### src/common/csb_defines.svh
`ifndef CSB_DEFINES_SVH
`define CSB_DEFINES_SVH
// What this block does
// - Page codes 0 to 4 select pages 0 to 4 and codes 5, 6 and 7 all select page 5.
// - A jump, call or program counter write copies the page into the upper counter bits.
// - A return leaves the page field untouched so execution resumes in the caller's page.
// - Time-out bit 4 is set by sleep, watchdog clear and power-up, cleared by watchdog expiry.
// - Power-down bit 3 is set at power-on and by watchdog clear, cleared by sleep.
// - After wake or reset the time-out and power-down pair reads 00, 01, 10 or 11 per event.
// - Status holds zero in bit 2, half carry in bit 1 and carry in bit 0, all read and write.
// - Bank bits 7 to 6 pick special bank 0,1,0,0 and RAM bank 0,1,2,3 for codes 0 to 3.
// - The six low pointer bits address any of locations 00 to 3f indirectly.
// - Without indirect use the pointer register is a plain 8-bit read and write register.
// - Location 00 is not a register; accesses go to the location the pointer names.
// - Port 5 bit 0 selects the control page: 0 maps page 0, 1 maps page 1.
// - Port 5 bits 7 to 4 hold port data, bits 3 to 1 unused, direction from its control reg.
// - Ports 6, 7 and 8 each have an 8-bit data register with per-bit direction control.
// - 00-04 common, 05-0f special bank or control page, 10-1f general, 20-3f RAM bank.

// ==================================================
// Addresses
`define CSB_ADDR_INDIRECT 6'h00
`define CSB_ADDR_STATUS   6'h03
`define CSB_ADDR_POINTER  6'h04
`define CSB_ADDR_PORT5    6'h05
`define CSB_ADDR_PORT6    6'h06
`define CSB_ADDR_PORT7    6'h07
`define CSB_ADDR_PORT8    6'h08
`define CSB_COMMON_LAST   6'h04
`define CSB_SPECIAL_LAST  6'h0f
`define CSB_GENERAL_LAST  6'h1f
// ==================================================
// Fields
`define CSB_TIMEOUT_BIT   4
`define CSB_PWRDOWN_BIT   3
`define CSB_ZERO_BIT      2
`define CSB_HALF_BIT      1
`define CSB_CARRY_BIT     0
`define CSB_PAGE_MAX      3'h5
`define CSB_PORT5_MASK    8'hf1
// ==================================================
// Reset values
`define CSB_STATUS_RESET  8'h18
`define CSB_ZERO8         8'h00
`define CSB_PC_RESET      13'h0000
`endif

### src/common/csb_pkg.sv
package csb_pkg;
  typedef struct packed {
    logic       wrEn;
    logic       rdEn;
    logic [5:0] addr;
    logic [7:0] wrData;
  } csb_access_type;

  typedef struct packed {
    logic       sleepInstr;
    logic       wdtClearInstr;
    logic       wdtTimeout;
    logic       extResetWake;
    logic       pcLoad;
    logic       ret;
  } csb_event_type;

  typedef struct packed {
    logic       zeroSet;
    logic       zeroVal;
    logic       halfSet;
    logic       halfVal;
    logic       carrySet;
    logic       carryVal;
  } csb_alu_type;

  typedef enum logic [1:0] {
    CSB_REGION_COMMON, CSB_REGION_SPECIAL, CSB_REGION_GENERAL, CSB_REGION_RAM
  } csb_region_type;

  typedef struct packed {
    csb_region_type region;
    logic           specialBank;
    logic           ctrlPage;
    logic [1:0]     ramBank;
    logic [5:0]     addr;
  } csb_decode_type;
endpackage

### src/hdl/csb_addr_decode.sv
`timescale 1ns/1ps
`include "csb_defines.svh"
module csb_addr_decode import csb_pkg::*; (
  // Request
  input  wire logic [5:0]     rawAddr,
  input  wire logic [7:0]     pointer,
  input  wire logic           ctrlPage,
  // Result
  output csb_decode_type      decode
);
  logic [5:0] effAddr;
  always_comb begin
    // Location 00 is only a window onto the pointer
    effAddr = (rawAddr == `CSB_ADDR_INDIRECT) ? pointer[5:0] : rawAddr;
    decode.addr        = effAddr;
    decode.ctrlPage    = ctrlPage;
    decode.ramBank     = pointer[7:6];
    decode.specialBank = (pointer[7:6] == 2'b01);
    if (effAddr <= `CSB_COMMON_LAST) begin
      decode.region = CSB_REGION_COMMON;
    end else if (effAddr <= `CSB_SPECIAL_LAST) begin
      decode.region = CSB_REGION_SPECIAL;
    end else if (effAddr <= `CSB_GENERAL_LAST) begin
      decode.region = CSB_REGION_GENERAL;
    end else begin
      decode.region = CSB_REGION_RAM;
    end
  end
endmodule // csb_addr_decode

### src/hdl/csb_core_status.sv
`timescale 1ns/1ps
`include "csb_defines.svh"
module csb_core_status import csb_pkg::*; (
  // Clock and reset
  input  wire logic           clk,
  input  wire logic           nrst,
  // Core register access
  input  csb_access_type      access,
  output logic [7:0]          rdData,
  output logic                rdHit,
  output csb_decode_type      decode,
  // Core events
  input  csb_event_type       events,
  input  csb_alu_type         alu,
  input  wire logic [9:0]     pcLow,
  output logic [12:0]         pcTarget,
  output logic [2:0]          romPage,
  // Port data
  input  wire logic [7:0]     portFiveIn,
  input  wire logic [7:0]     portSixIn,
  input  wire logic [7:0]     portSevenIn,
  input  wire logic [7:0]     portEightIn,
  output logic [7:0]          portFiveOut,
  output logic [7:0]          portSixOut,
  output logic [7:0]          portSevenOut,
  output logic [7:0]          portEightOut,
  // Direction control, 1 means input
  input  wire logic [7:0]     portFiveDirCtrl,
  input  wire logic [7:0]     portSixDirCtrl,
  input  wire logic [7:0]     portSevenDirCtrl,
  input  wire logic [7:0]     portEightDirCtrl
);
  // ==================================================
  // Registers
  logic [7:0]  status, next_status;
  logic [7:0]  pointer, next_pointer;
  logic [7:0]  port5, next_port5;
  logic [7:0]  port6, next_port6;
  logic [7:0]  port7, next_port7;
  logic [7:0]  port8, next_port8;
  logic [12:0] next_pcTarget;
  logic [7:0]  pinSync1 [4];
  logic [7:0]  pinSync2 [4];
  logic [7:0]  pinRaw [4];
  logic [7:0]  dirCtrl [4];
  logic [7:0]  latchVal [4];
  logic [7:0]  portRead [4];
  logic        wrHit;

  assign pinRaw   = '{portFiveIn, portSixIn, portSevenIn, portEightIn};
  assign dirCtrl  = '{portFiveDirCtrl, portSixDirCtrl, portSevenDirCtrl, portEightDirCtrl};
  assign latchVal = '{port5, port6, port7, port8};

  // ==================================================
  // Decode
  csb_addr_decode uDecode (
    .rawAddr  (access.addr),
    .pointer  (pointer),
    .ctrlPage (port5[0]),
    .decode   (decode)
  );

  // Pins come from outside, so two flops before any read
  always_ff @(posedge clk or negedge nrst) begin
    if (!nrst) begin
      pinSync1 <= '{default: `CSB_ZERO8};
      pinSync2 <= '{default: `CSB_ZERO8};
    end else begin
      pinSync1 <= pinRaw;
      pinSync2 <= pinSync1;
    end
  end

  // Input bits read the pin, output bits read the latch
  genvar g;
  generate
    for (g = 0; g < 4; g++) begin : gPortRead
      assign portRead[g] = (dirCtrl[g] & pinSync2[g]) | (~dirCtrl[g] & latchVal[g]);
    end
  endgenerate

  // ==================================================
  // Register write path
  always_comb begin
    wrHit        = access.wrEn && (decode.region == CSB_REGION_COMMON ||
                   (decode.region == CSB_REGION_SPECIAL && !decode.specialBank));
    next_status  = status;
    next_pointer = pointer;
    next_port5   = port5;
    next_port6   = port6;
    next_port7   = port7;
    next_port8   = port8;
    if (wrHit) begin
      unique case (decode.addr)
        `CSB_ADDR_STATUS:  next_status  = access.wrData;
        `CSB_ADDR_POINTER: next_pointer = access.wrData;
        `CSB_ADDR_PORT5:   next_port5   = access.wrData & `CSB_PORT5_MASK;
        `CSB_ADDR_PORT6:   next_port6   = access.wrData;
        `CSB_ADDR_PORT7:   next_port7   = access.wrData;
        `CSB_ADDR_PORT8:   next_port8   = access.wrData;
        default: ;
      endcase
    end
    // Flag updates from the datapath beat a plain write in the same cycle
    if (alu.zeroSet) begin
      next_status[`CSB_ZERO_BIT] = alu.zeroVal;
    end
    if (alu.halfSet) begin
      next_status[`CSB_HALF_BIT] = alu.halfVal;
    end
    if (alu.carrySet) begin
      next_status[`CSB_CARRY_BIT] = alu.carryVal;
    end
    // Hardware events win over software writes of the flag pair
    if (events.wdtClearInstr) begin
      next_status[`CSB_TIMEOUT_BIT] = 1'b1;
      next_status[`CSB_PWRDOWN_BIT] = 1'b1;
    end else if (events.sleepInstr) begin
      next_status[`CSB_TIMEOUT_BIT] = 1'b1;
      next_status[`CSB_PWRDOWN_BIT] = 1'b0;
    end
    if (events.wdtTimeout) begin
      // Pair 00 from sleep, 01 when running
      next_status[`CSB_TIMEOUT_BIT] = 1'b0;
    end else if (events.extResetWake) begin
      // Pair 10: reset pin pulled while asleep
      next_status[`CSB_TIMEOUT_BIT] = 1'b1;
      next_status[`CSB_PWRDOWN_BIT] = 1'b0;
    end
  end

  // Power-up and reset pin give pair 11
  always_ff @(posedge clk or negedge nrst) begin
    if (!nrst) begin
      status  <= `CSB_STATUS_RESET;
      pointer <= `CSB_ZERO8;
      port5   <= `CSB_ZERO8;
      port6   <= `CSB_ZERO8;
      port7   <= `CSB_ZERO8;
      port8   <= `CSB_ZERO8;
    end else begin
      status  <= next_status;
      pointer <= next_pointer;
      port5   <= next_port5;
      port6   <= next_port6;
      port7   <= next_port7;
      port8   <= next_port8;
    end
  end

  // ==================================================
  // Page select and program counter
  always_comb begin
    // Codes above four fold onto the last page
    romPage = (status[7:5] > `CSB_PAGE_MAX) ? `CSB_PAGE_MAX : status[7:5];
    next_pcTarget = pcTarget;
    // Returns restore from the stack and never touch the page
    if (events.pcLoad && !events.ret) begin
      next_pcTarget = {romPage, pcLow};
    end
  end

  always_ff @(posedge clk or negedge nrst) begin
    if (!nrst) begin
      pcTarget <= `CSB_PC_RESET;
    end else begin
      pcTarget <= next_pcTarget;
    end
  end

  // ==================================================
  // Read path
  always_comb begin
    rdData = `CSB_ZERO8;
    rdHit  = 1'b0;
    if (access.rdEn && (decode.region == CSB_REGION_COMMON ||
        (decode.region == CSB_REGION_SPECIAL && !decode.specialBank))) begin
      rdHit = 1'b1;
      unique case (decode.addr)
        `CSB_ADDR_STATUS:  rdData = status;
        `CSB_ADDR_POINTER: rdData = pointer;
        `CSB_ADDR_PORT5:   rdData = portRead[0] & `CSB_PORT5_MASK;
        `CSB_ADDR_PORT6:   rdData = portRead[1];
        `CSB_ADDR_PORT7:   rdData = portRead[2];
        `CSB_ADDR_PORT8:   rdData = portRead[3];
        default:           rdHit  = 1'b0;
      endcase
    end
  end

  assign portFiveOut  = port5;
  assign portSixOut   = port6;
  assign portSevenOut = port7;
  assign portEightOut = port8;
endmodule // csb_core_status

### config.mk
export PLATFORM = sky130hd
export DESIGN_NAME = csb_core_status
export DESIGN_NICKNAME = d
export VERILOG_FILES = /design/src/common/csb_pkg.sv /design/src/hdl/csb_addr_decode.sv /design/src/hdl/csb_core_status.sv
export VERILOG_INCLUDE_DIRS = /design/src /design/src/common
export SDC_FILE = /design/constraint.sdc
export NUM_CORES = 1
export LEC_CHECK = 0
export ABC_AREA = 1
export ABC_CLOCK_PERIOD_IN_PS = 2650
export BUFFER_PORTS_ARGS = -buffer_cell sky130_fd_sc_hd__buf_2
export CORE_AREA = 2 2 131 133
export DETAILED_ROUTE_END_ITERATION = 7
export DIE_AREA = 0 0 133 135
export MAX_ROUTING_LAYER = met4
export SETUP_SLACK_MARGIN = 0.2
export SLEW_MARGIN = 20
export SYNTH_ARGS = -nofsm -noshare
export SYNTH_HDL_FRONTEND = slang
export SYNTH_HIERARCHICAL = 1
export SYNTH_SLANG_ARGS = --single-unit
### constraint.sdc
create_clock -name clk -period 2.65 [get_ports clk]
set_clock_uncertainty 0.15 [all_clocks]
set_input_delay 0.1325 -clock clk [delete_from_list [all_inputs] [get_ports clk]]
set_output_delay 0.1325 -clock clk [all_outputs]
set_load 0.01 [all_outputs]
; After elaboration in Yosys (flattened, before gate mapping)
; Index checks and enable logic that the tools add are counted.
[totals]
register_bits = 122
out_inout_bits = 69
word_cells = 95
[op_classes]
order_cmp = 4
n_eq_ne = 8
n_mux = 19
n_bitwise = 16
n_reduce_logical = 28
[op_table]
columns = op, count
row1 = 8-bit AND, 8
row2 = 8-bit one-hot mux with 6 select lines, 1
row3 = 8-bit NOT, 4
row4 = 8-bit bitwise OR, 4
row5 = "6-bit by 3-bit == test with 1-bit output, second input constant", 4
row6 = 2-bit AND reduction, 10
row7 = 2-bit nonzero test, 6
row8 = 2-bit two-way mux, 5
row9 = 5-bit two-way mux, 2
row10 = 5-bit nonzero test, 2
row11 = 1-bit two-way mux, 8
row12 = 8-bit two-way mux, 1
row13 = "6-bit by 2-bit == test with 1-bit output, second input constant", 1
row14 = "6-bit by 4-bit == test with 1-bit output, second input constant", 1
row15 = "6-bit by 3-bit <= comparator with 1-bit output, second input constant", 1
row16 = "6-bit by 4-bit <= comparator with 1-bit output, second input constant", 1
row17 = "6-bit by 5-bit <= comparator with 1-bit output, second input constant", 1
row18 = 6-bit logical NOT, 1
row19 = 6-bit two-way mux, 1
row20 = 6-bit OR reduction, 1
row21 = "2-bit by 1-bit == test with 1-bit output, second input constant", 2
row22 = 1-bit logical AND, 4
row23 = "3-bit greater-than comparator, second input constant", 1
row24 = 3-bit two-way mux, 1
row25 = 3 further kinds, 4

; Logic depth before layout (Yosys ltp)
[logic_depth]
word_depth = 15
depth_mapped = 14

; Cells and area by module
; Netlist, hierarchy kept.
[modules_own_cells]
columns = module, instances, cells_per_inst, area_per_inst_um2, seq_area_each_um2
row1 = csb_core_status, 1, 501, 4682.0, 2905.3
row2 = csb_addr_decode, 1, 35, 177.7, 0.0

; Worst setup path before layout
; No wires, ideal clock.
[synth_timing]
kind = reg2reg
from = register pointer[4]
to = register port8[7] (netlist: portEightOut[7])
setup_ps = 76
arrival_ps = 1718
setup_slack_ps = 706
path_stages_with_launch = 12
synth_period_minus_slack_ps = 1944
path_cell_list = dfrtp_1 nor3b_1 nor2_1 nor2_1 a21oi_1 nand2_1 nand3_1 inv_2 nand2_2 buf_6 nand2_1 o21ai_1
[synth_lines]
columns = item, line_no
row1 = start: declaration, csb_core_status.sv:36  ; logic [7:0] pointer, next_pointer;
row2 = start signal: assignment, csb_core_status.sv:136  ; pointer <= `CSB_ZERO8;
row3 = start signal: assignment, csb_core_status.sv:143  ; pointer <= next_pointer;
row4 = end signal: assignment, csb_core_status.sv:140  ; port8 <= `CSB_ZERO8;
row5 = end signal: assignment, csb_core_status.sv:147  ; port8 <= next_port8;
row6 = end: declaration, csb_core_status.sv:40  ; logic [7:0] port8, next_port8;

; Final worst setup path
[layout_timing]
from = register pointer[4]
to = output port rdData[5]
[layout_between]
elab_chain_cells = 10
elab_cells_between_ends = 20
cone_classes = order compare (3) / eq/ne (7) / mux (6) / reduce/logical (4)
[layout_lines]
columns = item, line_no
row1 = 6-bit two-way mux (*), csb_addr_decode.sv:14  ; effAddr = (rawAddr == `CSB_ADDR_INDIRECT) ? pointer[5:0] : rawAddr;
row2 = 6-bit by 5-bit <= comparator with 1-bit output (no line), n/a
row3 = 1-bit two-way mux, csb_addr_decode.sv:23  ; end else if (effAddr <= `CSB_GENERAL_LAST) begin
row4 = 2-bit two-way mux, csb_addr_decode.sv:21  ; end else if (effAddr <= `CSB_SPECIAL_LAST) begin
row5 = 2-bit two-way mux, csb_addr_decode.sv:19  ; if (effAddr <= `CSB_COMMON_LAST) begin
row6 = 2-bit by 1-bit == test with 1-bit output, csb_core_status.sv:177  ; (decode.region == CSB_REGION_SPECIAL && !decode.specialBank))) begin
row7 = 1-bit logical AND, csb_core_status.sv:177
row8 = 1-bit logical OR, csb_core_status.sv:176  ; if (access.rdEn && (decode.region == CSB_REGION_COMMON ||
row9 = 1-bit logical AND, csb_core_status.sv:176
row10 = 8-bit two-way mux (*), csb_core_status.sv:176
row11 = end: declaration, csb_core_status.sv:9  ; output logic [7:0] rdData,
; Mark *: on every way between the ends. The rest lies on a longest branch, timed or not.

==> summary.txt <==
Global route
  – Initial antenna violation count: 0
  – Congestion Overflow GR: 0
  – Largest net degree at the start of global routing: roughly 50
  – Number of global-route vias before repair: about 4,500
  – First-pass GRT wire length: 23,310 um
  – Total GRT Usage: between 10% and 20%

Worst setup path
  – R2r worst-path depth: 11
  – Top delay family on crit path: simple AND/OR/NAND/NOR gates
  – Worst path bufs/invs: 3
  – CP Cell Sequence: nor3b_2, nor2_2, inv_2, nor2_4, buf_4, nand3_4, nor2_1, a21oi_1, a21oi_1, buf_2
  – Most used cell along the critical path: a21oi_1
  – Crit-path max cell delay: between 300 and 400 ps
  – CP max stage cell: dfrtp_1
  – Reg2Reg Launch Point: pointer[4]
  – FF-to-FF setup slack: 400 ps
  – Worst EP arrival: about 2200 ps
  – Crit Path Category: flip-flop to output pin
  – R2r endpoint: portEightOut[2]
  – CP startpoint kind: flip-flop
  – CP Capture Type: output pin
  – CP required: approximately 2400 ps
  – Max Fanout on Critical Path: 6

Yosys
  – Synth Cell Area: 0.004860 mm^2
  – Post-Synthesis Cells: 536
  – Unique cell type count in the Yosys netlist: 28
  – Prevailing post-synth register cell: dfrtp_1
  – Ranking of synthesized cells by area: dfrtp_1 (59%), nand2_1 (12%), inv_1 (4.9%)
  – Share of the synthesized area in the top cell type: between 50% and 60%
  – Mean Syn Cell Area: between 9 and 10 um^2
  – Seq/Total Area, Yosys: between 50% and 60%
  – Asr flop ratio synth: 100.0%
  – Yosys warning total: 6
  – Number of flops mapped to enable cells by yosys: 0
  – Synth area leader: dfrtp_1
  – Yosys reg bits: approximately 120

Pwr
  – Sequential share of power: between 30% and 40%
  – Worst VDD drop: approximately 0.43 mV
  – Clock Power Share: between 40% and 50%
  – Sw frac: a little under a quarter
  – Leakage: roughly 3.8 nW
  – Comb power frac: between 10% and 20%
  – Switching pwr: about 1.1 mW
  – PD cells: 650.7 mW/mm^2
  – Internal power: 3.777 mW

Placed design
  – Worst slack at placement: around 380 ps
  – DPL Wire Length: approximately 11,000 um
  – Post-DP Area: 0.005907 mm^2
  – Placer Congestion: 0.8621
  – PortBufs: 163
  – Number of cells after detailed placement: 911

CTS
  – CTS tree: done
  – CTS root buffer: clkbuf_16
  – Clock transition at path regs: around 60 ps
  – Number of H-tree levels: 4
  – Clock Tree Buf Depth: 2
  – CTS sink cnt: ~120
  – TritonCTS Buffers: 17
  – Worst-Skew Late Latency: 410 ps

Cells and area
  – Fillers: 1,561
  – Final Net Count: 903
  – Commonest cells after routing, fill and taps aside: buf_2 (162), nand2_1 (152), dfrtp_1 (114)
  – Flip-flop and latch area: between 0.002 and 0.003 mm^2
  – Fraction of layout cells with a size suffix above 1: between 30% and 40%
  – Area Growth Syn to Fin: 54.30%
  – Final Cell Area: between 0.007 and 0.008 mm^2
  – Commonest non-fill, non-tap cell in the layout: buf_2
  – Multi-input logic area: ~0.0017 mm^2
  – Post-Layout Cell Count: 1,033

Drt
  – Via/cell ratio: roughly 4.3
  – Initial drt markers: about 220
  – Final wirelength: approximately 15,000 um
  – Vias post-DR: around 4,500
  – Remaining DRCs: 0
  – Wire length per cell: approximately 15 um
  – Routed Antenna Nets: 0
  – First drt pass iteration count: 4

Floorplanning
  – I/O Pins: about 170
  – Starting Density: between 20% and 30%
  – Core Area: between 0.015 and 0.02 mm^2
  – Num rows: 47
  – Die Width: approximately 130 um
  – Die Y: about 140 um
  – Full die area: 0.01796 mm^2

Job
  – MaxCap Viol Count: 0

STA
  – Setup TNS: 0 ps
  – Slew headroom: 52.99%
  – Fin worst setup slack: 178.9 ps
  – Final min period: around 2500 ps
  – RSZ-0062 raised after global routing: yes
  – Period utilization: approximately 93%
  – Least-Margin Pin Slew: about 710 ps
  – Final Max Slew Viols: 0
  – Setup violators final: 0
  – Final Hold Viols: 0
  – F_max: between 400 and 500 MHz

Status
  – Status: complete, no violations

Hold path
  – Hold endpoint: pcTarget[10]
  – HP Class: primary input to flip-flop
  – Hold Crit Depth: 6
  – Hold path start: events[1]
## layout make-up
type                       instances  share of cell area (%)
tap                              220                   3.671
clock inverter                     9                   2.002
sequential                       116                   38.75
antenna                            2                 0.06674
timing repair buffer             255                   23.08
clock buffer                      22                   6.458
inverter                          67                   3.387
multi-input combinational        342                   22.59
## worst max path at each step
stage | from | end | slack, ps | cells after the start
6_report | pointer[4] | rdData[5] | 180 | 10
2_1_floorplan | pointer[4] | portEightOut[7] | 710 | 11
4_1_cts | pointer[4] | rdData[5] | 80 | 11
3_3_place_gp | pointer[4] | rdData[5] | 370 | 11
3_5_place_dp | pointer[4] | rdData[0] | 380 | 11
5_1_grt | pointer[4] | rdData[2] | 40 | 12
## cell usage after synthesis, types with 2 or more instances
library cell / instances
nand3_1: 22
nand2_2: 8
o21bai_1: 3
clkbuf_1: 3
buf_6: 4
dfrtp_1: 114
nand2_1: 159
o21ai_1: 19
inv_1: 64
dfstp_2: 2
inv_2: 3
a21oi_1: 13
nor2_1: 43
o21ai_0: 41
nor2_4: 6
o21ai_2: 8
buf_4: 7
nand2_4: 3
nand3_4: 2
nor2_2: 4
## cells by family after synthesis
group           Yosys count  share of synthesized area, %
buf+inv                  81                         7.415
simple gates            251                         22.81
compound gates           87                         9.913
other cells               1                       0.07717
flops                   116                         59.78
## registers in the layout, indices dropped and copies added (netlist names)
| register | count |
|---|---|
| pointer | 8 |
| portSevenOut | 8 |
| pinSync2 | 29 |
| pinSync1 | 29 |
| portFiveOut | 5 |
| status | 8 |
| portSixOut | 8 |
| portEightOut | 8 |
| pcTarget | 13 |
## stage by stage
step,utilization [%],total power [mW],hold slack [ps]
2_1_floorplan,-,2.135,-313.1
3_3_place_gp,36.00,2.366,79.66
3_5_place_dp,36.00,2.371,74.33
4_1_cts,44.70,4.935,33.06
5_1_grt,45.67,5.094,67.89
6_report,45.70,4.879,62.78
## power by group through the flow
stage                     clock network, mW  registers [mW]  logic, mW
after global routing                   2.58            1.95      0.568
after floorplan                           0            1.97      0.160
after CTS                              2.50            1.93      0.497
after global placement                    0            1.96      0.404
final                                  2.44            1.94      0.509
after detailed placement                  0            1.96      0.409
## timing repair
action / 4_1_cts / 5_1_grt
setup buffers: 4 / 12
gates cloned: 0 / 1
gates resized for setup: 7 / 25
endpoints found under the setup margin: 9 / 9
hold endpoints to repair: 121 / 0
hold buffers: 72 / 0
pin swaps: 6 / 27
## routing by layer
metal  GRT usage, %  share of wire (%)
met1          21.78                 45
met2          29.33                 48
met3          5.180                6.7
met4          4.958               0.65
met5              -                  0
## worst min-delay path, delay by kind of cell
| kind | cells | cell delay, ps |
|---|---|---|
| buffers and inverters | 3 | 300 |
| AND/OR/NAND/NOR | 3 | 140 |
No activity file was read; power rests on OpenSTA's default activity.
